--- config.mk ---
export PLATFORM = sky130hd
export DESIGN_NAME = keypad_port_with_change_irq
export DESIGN_NICKNAME = d
export VERILOG_FILES = /design/src/keypad_port_pkg.sv /design/src/keypad_port_with_change_irq.sv
export SDC_FILE = /design/constraint.sdc
export NUM_CORES = 1
export LEC_CHECK = 0
export ABC_AREA = 0
export BUFFER_PORTS_ARGS = -buffer_cell sky130_fd_sc_hd__buf_2
export CORE_AREA = 3 3 86 88
export CTS_BUF_LIST = sky130_fd_sc_hd__clkbuf_4 sky130_fd_sc_hd__clkbuf_8
export CTS_CLUSTER_SIZE = 14
export DETAILED_ROUTE_END_ITERATION = 7
export DIE_AREA = 0 0 89 91
export PLACE_DENSITY = 0.93
export SLEW_MARGIN = 25
export SYNTH_ARGS = -nofsm -noshare
export SYNTH_HDL_FRONTEND = slang
export SYNTH_SLANG_ARGS = --single-unit
--- constraint.sdc ---
create_clock -name core_clk -period 3.96 [get_ports core_clk]
set_input_delay 0.594 -clock core_clk [delete_from_list [all_inputs] [get_ports core_clk]]
set_output_delay 0.594 -clock core_clk [all_outputs]
set_load 0.05 [all_outputs]
--- src/keypad_port_pkg.sv ---
// Constants for the keypad port block: register indices, field
// positions, reset values and the bus states.
// Assumes a Wishbone slave with 32-bit data and byte addressing.
package keypad_port_pkg;

   // ----------------------------------------------------------------
   // Register indices (byte address is four times the index)
   // ----------------------------------------------------------------
   localparam logic [7:0] IDX_FIRST_PORT   = 8'h10;
   localparam logic [7:0] IDX_SECOND_DIR   = 8'h11;
   localparam logic [7:0] IDX_SECOND_DATA  = 8'h12;
   localparam logic [7:0] IDX_PERIPH_FLAGS = 8'h16;
   localparam logic [7:0] IDX_PERIPH_ENAB  = 8'h17;
   localparam logic [7:0] IDX_THIRD_DIR    = 8'h18;
   localparam logic [7:0] IDX_THIRD_DATA   = 8'h19;

   // ----------------------------------------------------------------
   // Field positions
   // ----------------------------------------------------------------
   localparam int PULLUP_BIT      = 7;
   localparam int CHANGE_FLAG_BIT = 7;
   localparam int CHANGE_IE_BIT   = 7;
   localparam int OD_LO_BIT       = 2;
   localparam int OD_HI_BIT       = 3;
   localparam int CAP_A_BIT       = 0;
   localparam int CAP_B_BIT       = 1;
   localparam int PWM_A_BIT       = 2;
   localparam int PWM_B_BIT       = 3;
   localparam int TCLK_AB_BIT     = 4;
   localparam int TCLK_C_BIT      = 5;
   localparam int SPI_CLK_BIT     = 6;
   localparam int SPI_DATA_BIT    = 7;

   // ----------------------------------------------------------------
   // Reset values
   // ----------------------------------------------------------------
   localparam logic       PULLUP_RST   = 1'b0;
   localparam logic [1:0] OD_LATCH_RST = 2'h3;
   localparam logic [7:0] DIR_RST      = 8'hFF;
   localparam logic [7:0] LATCH_RST    = 8'h00;
   localparam logic       FLAG_RST     = 1'b0;
   localparam logic       ENABLE_RST   = 1'b0;

   // ----------------------------------------------------------------
   // Configuration modes and bus states
   // ----------------------------------------------------------------
   localparam logic [1:0] MODE_MICROPROC = 2'h0;
   localparam logic [1:0] MODE_EXT_MCU   = 2'h1;
   localparam logic [1:0] MODE_MCU       = 2'h2;
   localparam logic [1:0] MODE_PROT_MCU  = 2'h3;

   typedef enum logic {
      BUS_IDLE = 1'b0,
      BUS_ACK  = 1'b1
   } bus_state_t;

endpackage : keypad_port_pkg

--- src/keypad_port_with_change_irq.sv ---
// Eight-bit keypad port with change interrupt and shared pull-ups,
// a multiplexed address/data port and the pull-up control bit.
// Assumes classic Wishbone with 32-bit data, first and third port pins
// already synchronous to core_clk, and a pad ring that resolves the enables.
//
// How it works
// - Direction bit one is input, zero output
// - Data reads give pins, writes load latch
// - Clearing the shared bit enables all pull-ups
// - Output pins never get a pull-up
// - Reset clears pull-up bit; first port pattern
// - Input pins versus latch mismatches set flag
// - Mismatch keeps flag set; software clears later
// - Change interrupt can wake from sleep
// - Flag after reset follows pins and latch
// - Second port pins carry alternate functions
// - First port pins are inputs after reset
// - Third port like second: pins read, latch written
// - Bus modes turn third port into address/data
// - Reset forces every direction bit to one
//
// The implementer's own choice: register access over Wishbone.
`timescale 1ns/10ps
module keypad_port_with_change_irq
   import keypad_port_pkg::*;
(
   // Clock and reset
   input  wire logic        core_clk,
   input  wire logic        reset,
   // Wishbone slave
   input  wire logic        wbCyc,
   input  wire logic        wbStb,
   input  wire logic        wbWe,
   input  wire logic [11:0] wbAdr,
   input  wire logic [3:0]  wbSel,
   input  wire logic [31:0] wbDatIn,
   output logic      [31:0] wbDatOut,
   output logic             wbAck,
   // Device configuration
   input  wire logic [1:0]  busMode,
   // First port pins
   input  wire logic [5:0]  firstPortIn,
   output logic      [1:0]  firstOdOe_n,
   // Second port pins
   input  wire logic [7:0]  secondPortIn,
   output logic      [7:0]  secondPortOut,
   output logic      [7:0]  secondPortOe_n,
   output logic      [7:0]  secondPullupEn,
   // Second port alternate functions
   output logic             capture_in_a,
   output logic             capture_in_b,
   input  wire logic        pwm_out_a,
   input  wire logic        pwmOnA,
   input  wire logic        pwm_out_b,
   input  wire logic        pwmOnB,
   output logic             timer_ab_ext_clock,
   output logic             timer_c_ext_clock,
   input  wire logic        spiClkOut,
   input  wire logic        spiClkDrive,
   output logic             spiClkIn,
   input  wire logic        spiDataOut,
   input  wire logic        spiDataDrive,
   // Third port pins
   input  wire logic [7:0]  thirdPortIn,
   output logic      [7:0]  thirdPortOut,
   output logic      [7:0]  thirdPortOe_n,
   // External bus side of the third port
   input  wire logic [7:0]  busAdOut,
   input  wire logic        busAdDrive,
   output logic      [7:0]  bus_addr_data_low,
   // Interrupt and wake
   output logic             irq,
   output logic             wakeRequest
);

   // ----------------------------------------------------------------
   // Declarations
   // ----------------------------------------------------------------
   bus_state_t busState;
   bus_state_t next_busState;
   logic [7:0] regIdx;
   logic       accessReq;
   logic       writeReq;
   logic       readReq;
   logic       lane0;
   logic       pullup_disable_n;
   logic [1:0] firstOdLatch;
   logic [7:0] second_port_direction;
   logic [7:0] second_port_data;
   logic [7:0] third_port_direction;
   logic [7:0] third_port_data;
   logic [7:0] pinSync1;
   logic [7:0] pinSync2;
   logic [7:0] mismatch;
   logic       change_flag;
   logic       change_irq_enable;
   logic       busOwnsThird;
   logic [7:0] altDrive;
   logic [7:0] altValue;
   logic [7:0] readData;
   logic [7:0] firstPortRead;

   // ----------------------------------------------------------------
   // Bus decode
   // ----------------------------------------------------------------

   // Word index; the two low address bits select bytes only
   assign regIdx    = wbAdr[9:2];
   assign accessReq = wbCyc && wbStb && (busState == BUS_IDLE);
   assign writeReq  = accessReq && wbWe;
   assign readReq   = accessReq && !wbWe;
   // Registers are eight bits, so only lane 0 carries a write
   assign lane0     = wbSel[0];

   // Strobe held past ack starts a second access; the idle
   // state between them is what spaces back-to-back cycles
   // Ack follows one cycle after the request, then drops
   always_comb begin
      next_busState = BUS_IDLE;
      case (busState)
         BUS_IDLE: begin
            if (wbCyc && wbStb) begin
               next_busState = BUS_ACK;
            end
         end
         BUS_ACK: begin
            next_busState = BUS_IDLE;
         end
         default: begin
            next_busState = BUS_IDLE;
         end
      endcase
   end

   // Bus state register
   // One cycle of latency for every access, read or write;
   // no wait states and no error response
   always_ff @(posedge core_clk or posedge reset) begin
      if (reset) begin
         busState <= BUS_IDLE;
      end else begin
         busState <= next_busState;
      end
   end

   // Handshake output is combinational from the state
   assign wbAck = (busState == BUS_ACK);

   // ----------------------------------------------------------------
   // First port and pull-up control
   // ----------------------------------------------------------------

   // Only bit 7 and the two open-drain latches are writable
   // Other bits are pin levels only; a read-modify-write here
   // copies the pins into the open-drain latches
   always_ff @(posedge core_clk or posedge reset) begin
      if (reset) begin
         pullup_disable_n <= PULLUP_RST;
         firstOdLatch     <= OD_LATCH_RST;
      end else if (writeReq && lane0 &&
                   regIdx == IDX_FIRST_PORT) begin
         pullup_disable_n <= wbDatIn[PULLUP_BIT];
         firstOdLatch     <= wbDatIn[OD_HI_BIT:OD_LO_BIT];
      end
   end

   // Latch one floats the open-drain pin, zero pulls it low
   assign firstOdOe_n = firstOdLatch;

   // Bit 6 is unimplemented and reads zero
   assign firstPortRead = {pullup_disable_n, 1'b0,
                           firstPortIn};

   // ----------------------------------------------------------------
   // Second port registers
   // ----------------------------------------------------------------

   // Direction register, all inputs after reset
   // Load the latch before clearing a direction bit, or the
   // pin drives whatever the latch held until then
   always_ff @(posedge core_clk or posedge reset) begin
      if (reset) begin
         second_port_direction <= DIR_RST;
      end else if (writeReq && lane0 &&
                   regIdx == IDX_SECOND_DIR) begin
         second_port_direction <= wbDatIn[7:0];
      end
   end

   // Output latch; a write never touches what is read back
   // Reads return the synchronised pins, two cycles behind,
   // so a read-modify-write copies pins, not this latch
   always_ff @(posedge core_clk or posedge reset) begin
      if (reset) begin
         second_port_data <= LATCH_RST;
      end else if (writeReq && lane0 &&
                   regIdx == IDX_SECOND_DATA) begin
         second_port_data <= wbDatIn[7:0];
      end
   end

   // ----------------------------------------------------------------
   // Second port pins and alternate functions
   // ----------------------------------------------------------------

   // Two-stage synchroniser; only pinSync2 is looked at
   // The first stage may go metastable on a slow key edge,
   // so nothing else may look at it
   always_ff @(posedge core_clk or posedge reset) begin
      if (reset) begin
         pinSync1 <= 8'h00;
         pinSync2 <= 8'h00;
      end else begin
         pinSync1 <= secondPortIn;
         pinSync2 <= pinSync1;
      end
   end

   // Peripherals that drive a pin take it over from the latch
   // The direction bit is left as it was and takes effect again
   // once the peripheral lets go of the pin
   always_comb begin
      altDrive = 8'h00;
      altValue = 8'h00;
      altDrive[PWM_A_BIT]    = pwmOnA;
      altValue[PWM_A_BIT]    = pwm_out_a;
      altDrive[PWM_B_BIT]    = pwmOnB;
      altValue[PWM_B_BIT]    = pwm_out_b;
      altDrive[SPI_CLK_BIT]  = spiClkDrive;
      altValue[SPI_CLK_BIT]  = spiClkOut;
      altDrive[SPI_DATA_BIT] = spiDataDrive;
      altValue[SPI_DATA_BIT] = spiDataOut;
   end

   // Per-pin drive, enable and pull-up
   genvar gi;
   generate
      for (gi = 0; gi < 8; gi++) begin : g_second
         assign secondPortOut[gi] = altDrive[gi] ?
                altValue[gi] : second_port_data[gi];
         // Enable low drives; direction one means input
         assign secondPortOe_n[gi] = !altDrive[gi] &&
                second_port_direction[gi];
         // Shared active-low bit, suppressed on outputs and on
         // pins that a peripheral drives, which are outputs too
         assign secondPullupEn[gi] = !pullup_disable_n && !altDrive[gi] &&
                second_port_direction[gi];
         // Pins with direction zero drop out of the comparison; peripheral-driven pins stay in
         assign mismatch[gi] = second_port_direction[gi] &&
                (pinSync2[gi] != second_port_data[gi]);
      end
   endgenerate

   // Input functions see the synchronised pin levels
   // They follow the pin whatever its direction, so an output
   // pin also feeds its own input function
   assign capture_in_a       = pinSync2[CAP_A_BIT];
   assign capture_in_b       = pinSync2[CAP_B_BIT];
   assign timer_ab_ext_clock = pinSync2[TCLK_AB_BIT];
   assign timer_c_ext_clock  = pinSync2[TCLK_C_BIT];
   assign spiClkIn           = pinSync2[SPI_CLK_BIT];

   // ----------------------------------------------------------------
   // Change flag and interrupt
   // ----------------------------------------------------------------

   // Sticky flag, write one to clear. A standing mismatch sets
   // it again at once, so the latch must be rewritten first.
   // The flag starts clear and settles from the comparison.
   // Limitation: a pulse shorter than a clock period can be
   // missed, as the pins are looked at once per cycle.
   always_ff @(posedge core_clk or posedge reset) begin
      if (reset) begin
         change_flag <= FLAG_RST;
      end else if (|mismatch) begin
         change_flag <= 1'b1;
      end else if (writeReq && lane0 &&
                   regIdx == IDX_PERIPH_FLAGS &&
                   wbDatIn[CHANGE_FLAG_BIT]) begin
         change_flag <= 1'b0;
      end
   end

   // Interrupt mask bit
   // Only the change bit lives here; the other enable and
   // flag bits belong to other blocks and read as zero
   always_ff @(posedge core_clk or posedge reset) begin
      if (reset) begin
         change_irq_enable <= ENABLE_RST;
      end else if (writeReq && lane0 &&
                   regIdx == IDX_PERIPH_ENAB) begin
         change_irq_enable <= wbDatIn[CHANGE_IE_BIT];
      end
   end

   // Comparator runs without any bus access, so wake works
   // while the core sleeps
   // Limitation: core_clk must keep running in sleep, since
   // the synchroniser and the flag are both clocked
   assign irq         = change_flag && change_irq_enable;
   assign wakeRequest = change_flag && change_irq_enable;

   // ----------------------------------------------------------------
   // Third port
   // ----------------------------------------------------------------

   // Microprocessor and extended modes give the pins to the bus
   // Mode is a static strap; changing it at run time hands
   // the pins over with no guard cycle
   assign busOwnsThird = (busMode == MODE_MICROPROC) ||
                         (busMode == MODE_EXT_MCU);

   // Direction register, all inputs after reset
   // Latch and direction keep their values in bus modes and
   // take effect again when the pins return to port use
   always_ff @(posedge core_clk or posedge reset) begin
      if (reset) begin
         third_port_direction <= DIR_RST;
      end else if (writeReq && lane0 &&
                   regIdx == IDX_THIRD_DIR) begin
         third_port_direction <= wbDatIn[7:0];
      end
   end

   // Output latch
   always_ff @(posedge core_clk or posedge reset) begin
      if (reset) begin
         third_port_data <= LATCH_RST;
      end else if (writeReq && lane0 &&
                   regIdx == IDX_THIRD_DATA) begin
         third_port_data <= wbDatIn[7:0];
      end
   end

   // Bus controller drives the pins in bus modes
   assign thirdPortOut  = busOwnsThird ?
                          busAdOut : third_port_data;
   assign thirdPortOe_n = busOwnsThird ?
                          {8{!busAdDrive}} :
                          third_port_direction;
   // The bus controller sees the pins in every mode
   assign bus_addr_data_low = thirdPortIn;

   // ----------------------------------------------------------------
   // Read data
   // ----------------------------------------------------------------

   // Unmapped indices read zero and still get an ack
   // Decoded here and registered below: one more flop, but
   // the data output never glitches while the index settles
   always_comb begin
      case (regIdx)
         IDX_FIRST_PORT:   readData = firstPortRead;
         IDX_SECOND_DIR:   readData = second_port_direction;
         IDX_SECOND_DATA:  readData = pinSync2;
         IDX_PERIPH_FLAGS: readData = {change_flag, 7'h00};
         IDX_PERIPH_ENAB:  readData = {change_irq_enable, 7'h00};
         IDX_THIRD_DIR:    readData = third_port_direction;
         IDX_THIRD_DATA:   readData = thirdPortIn;
         default:          readData = 8'h00;
      endcase
   end

   // Data output from a flip-flop, captured with the request
   // Writes leave it alone, so the last read data stays put
   always_ff @(posedge core_clk or posedge reset) begin
      if (reset) begin
         wbDatOut <= 32'h0000_0000;
      end else if (readReq) begin
         wbDatOut <= {24'h00_0000, readData};
      end
   end

endmodule : keypad_port_with_change_irq

==> results_dict.tcl <==
set metrics [dict create \
    cp.required_ns 4.23 \
    viasPerCell 5.28 \
    ctsResizeCount 0 \
    hold_class "primary input to async pin" \
    grt_pass1_vias 2523 \
    period_needed_ns 2.39 \
    ys_types 44 \
    max_freq_mhz 418 \
    r2r_slack_ns 1.81 \
    avgSynthCellArea_sq_um 11.5 \
    ys.flop_type "dfrtp_1" \
    clk_path_buf_depth 2 \
    drive_gt1_share_pct 54.8 \
    cts_tree "yes" \
    cap_violations 0 \
    drc 0 \
    dp_hpwl_microns 6370 \
    rsz0062_at_grt "false" \
    worst_setup_path_start_kind "primary input" \
    grt_first_pass_wirelength_microns 13100 \
    wl_per_cell_microns 17.4 \
    placed_area_sq_um 3810 \
    hold_viol_final 0 \
    ys_ff_latch 62 \
    r2r_cells 4 \
    antenna_found_initial 0 \
    setup_viol 0 \
    cts-root-buf "clkbuf_8" \
    fin_tns_setup_ns 0 \
    worstSetupEndpointType "flip-flop" \
    fp.dieArea_sq_um 8100 \
    p_leak_nw 2.15 \
    arrival_ns 2.66 \
    power_density_nw_per_um2 355 \
    ys_warn_count 0 \
    cts_setup_buffers 0 \
    skew_ns 0.00672 \
    min_period_over_period_pct 60.3 \
    dr.pass1.iters 4 \
    syn_to_final_growth_pct 19.3 \
    ios 184 \
    yosys-top-cells-count "mux2_2, dfrtp_1, buf_4" \
    tightest_slew_ns 0.854 \
    gp_congestion 0.851 \
    io_buffers 127 \
    initial_core_util_pct 49.8 \
    syn_inst 292 \
    crit_path_max_fanout 8 \
    ys_seq_area_share_pct 47.1 \
    netlist_area_sq_um 3340 \
    numCtsBuffers 9 \
    overflow 0 \
    row_count 30 \
    finalWirelength_microns 8420 \
    grtUsageTotal_pct 21.7 \
    diodes 0 \
    die_h_microns 91 \
    core-area_sq_um 6720 \
    cts.reportedPaths.clkPinSlew_ns 0.06 \
    antenna_left 0 \
    outcome "finished, final reports clean" \
    slew_headroom_pct 42.6 \
    nNetsFinal 494 \
    synth_area_leaders "dfrtp_1, mux2_2, dfstp_2, buf_4, nor2b_1" \
    fin_area_sq_um 3990 \
    clock_insertion_delay_worst_skew_ns 0.34 \
    synth_edf_count 0 \
    drt_iter0_drc 234 \
    synth_top_cell_area_share_pct 32.9 \
    slew_viol_final 0 \
    ir_drop_uv 247 \
    vias 2561 \
    post-synth-top-count-cell "mux2_2" \
    numClockSinks 62 \
    grt_max_degree 33 \
    path_class "primary input to flip-flop" \
    die-width_microns 89 \
    cts-hold-fix-buffers 0 \
    synth-async-reset-ratio_pct 100 \
    cts_max_level 3 \
    netlist.top_cell.by_area "dfrtp_1" \
]
==> cell usage in the layout, fill, tap and decap left out, types with 2 or more instances in the layout <==
cell type / count
dfrtp_1: 44
nor3_4: 2
nor2b_1: 14
conb_1: 24
nor3_1: 2
nor2_1: 2
a21oi_1: 9
mux2i_1: 7
mux2_2: 50
nor4_1: 2
xor2_1: 8
buf_2: 127
nand4_1: 2
o2bb2ai_1: 6
a22oi_1: 10
dfstp_2: 18
nand2_1: 21
clkbuf_4: 2
o21ai_0: 7
clkinv_2: 3
clkbuf_8: 10
inv_1: 10
==> registers in the layout (all words and copies together), names as in the netlist, 2 cells and up <==
signal and count:
pinSync1 8, third_port_data 8, second_port_direction 8, third_port_direction 8, firstOdOe_n 2, pinSync2 8, second_port_data 8, wbDatOut 8
==> power breakdown <==
group          internal (W)  total [W]  switching (W)
Combinational     0.0000657   0.000263       0.000198
Clock              0.000255   0.000492       0.000238
Sequential         0.000652   0.000663      0.0000108
Total              0.000972    0.00142       0.000446
==> critical path, cell delays in order <==
cell,delay (ns)
buf_2,0.09
or4b_1,0.69
or3_4,0.47
nor3_4,0.42
mux2_2,0.39
==> cells by family (layout without fill, tap and decap cells) <==
group / after synthesis / in the layout / share of synthesized area (%)
buffers and inverters: 65 / 155 / 12.0
DFF: 62 / 62 / 47.1
and+or+nand+nor: 60 / 60 / 11.7
muxes: 57 / 57 / 18.9
AOI/OAI and AO/OA: 39 / 39 / 8.16
xor gates and xnor gates: 8 / 8 / 2.10
other: 1 / 24 / 0.112
==> routing by layer <==
layer / GRT usage [%] / routed length (microns) / part of all wire, %
met3: 5.81 / 736 / 8.7
met4: 10.5 / 317 / 3.8
met5: 0 / 0 / 0
met1: 28.0 / 3400 / 40
met2: 33.3 / 3970 / 47
==> metrics by stage <==
stage               std cells  total power [W]  worst slack [ns]  util (%)  hold WS (ns)
floorplan                 315         0.000893              1.24         -         0.331
global placement          469         0.000932              1.27      56.8         0.332
detailed placement        469         0.000937              1.21      56.8         0.335
CTS                       485          0.00143              1.59      59.4         0.333
global route              485          0.00148              1.50      59.4         0.335
finish                    485          0.00142              1.57      59.4         0.322
==> cell type report <==
| class | count | area (sq um) |
|---|---|---|
| fill | 572 | 2730 |
| inverter | 11 | 41.3 |
| tap | 80 | 100 |
| clock inverter | 4 | 22.5 |
| sequential | 62 | 1570 |
| multi-input combinational | 188 | 1460 |
| clock buffer | 12 | 153 |
| timing repair buffer | 128 | 643 |
==> worst paths after layout <==
kind,end,start
hold reg to reg,pinSync2[4]$_DFF_PP0_,pinSync1[4]$_DFF_PP0_
hold / removal,third_port_data[1]$_DFFE_PP0P_,reset
min in group core_clk,pinSync2[4]$_DFF_PP0_,pinSync1[4]$_DFF_PP0_
max in group asynchronous,third_port_direction[2]$_DFFE_PP1P_,reset
setup / recovery,third_port_direction[5]$_DFFE_PP1P_,wbAdr[7]
setup reg to reg,wbDatOut[0]$_DFFE_PP0P_,wbAck$_DFF_PP0_
(Power assumes the default switching activity.)
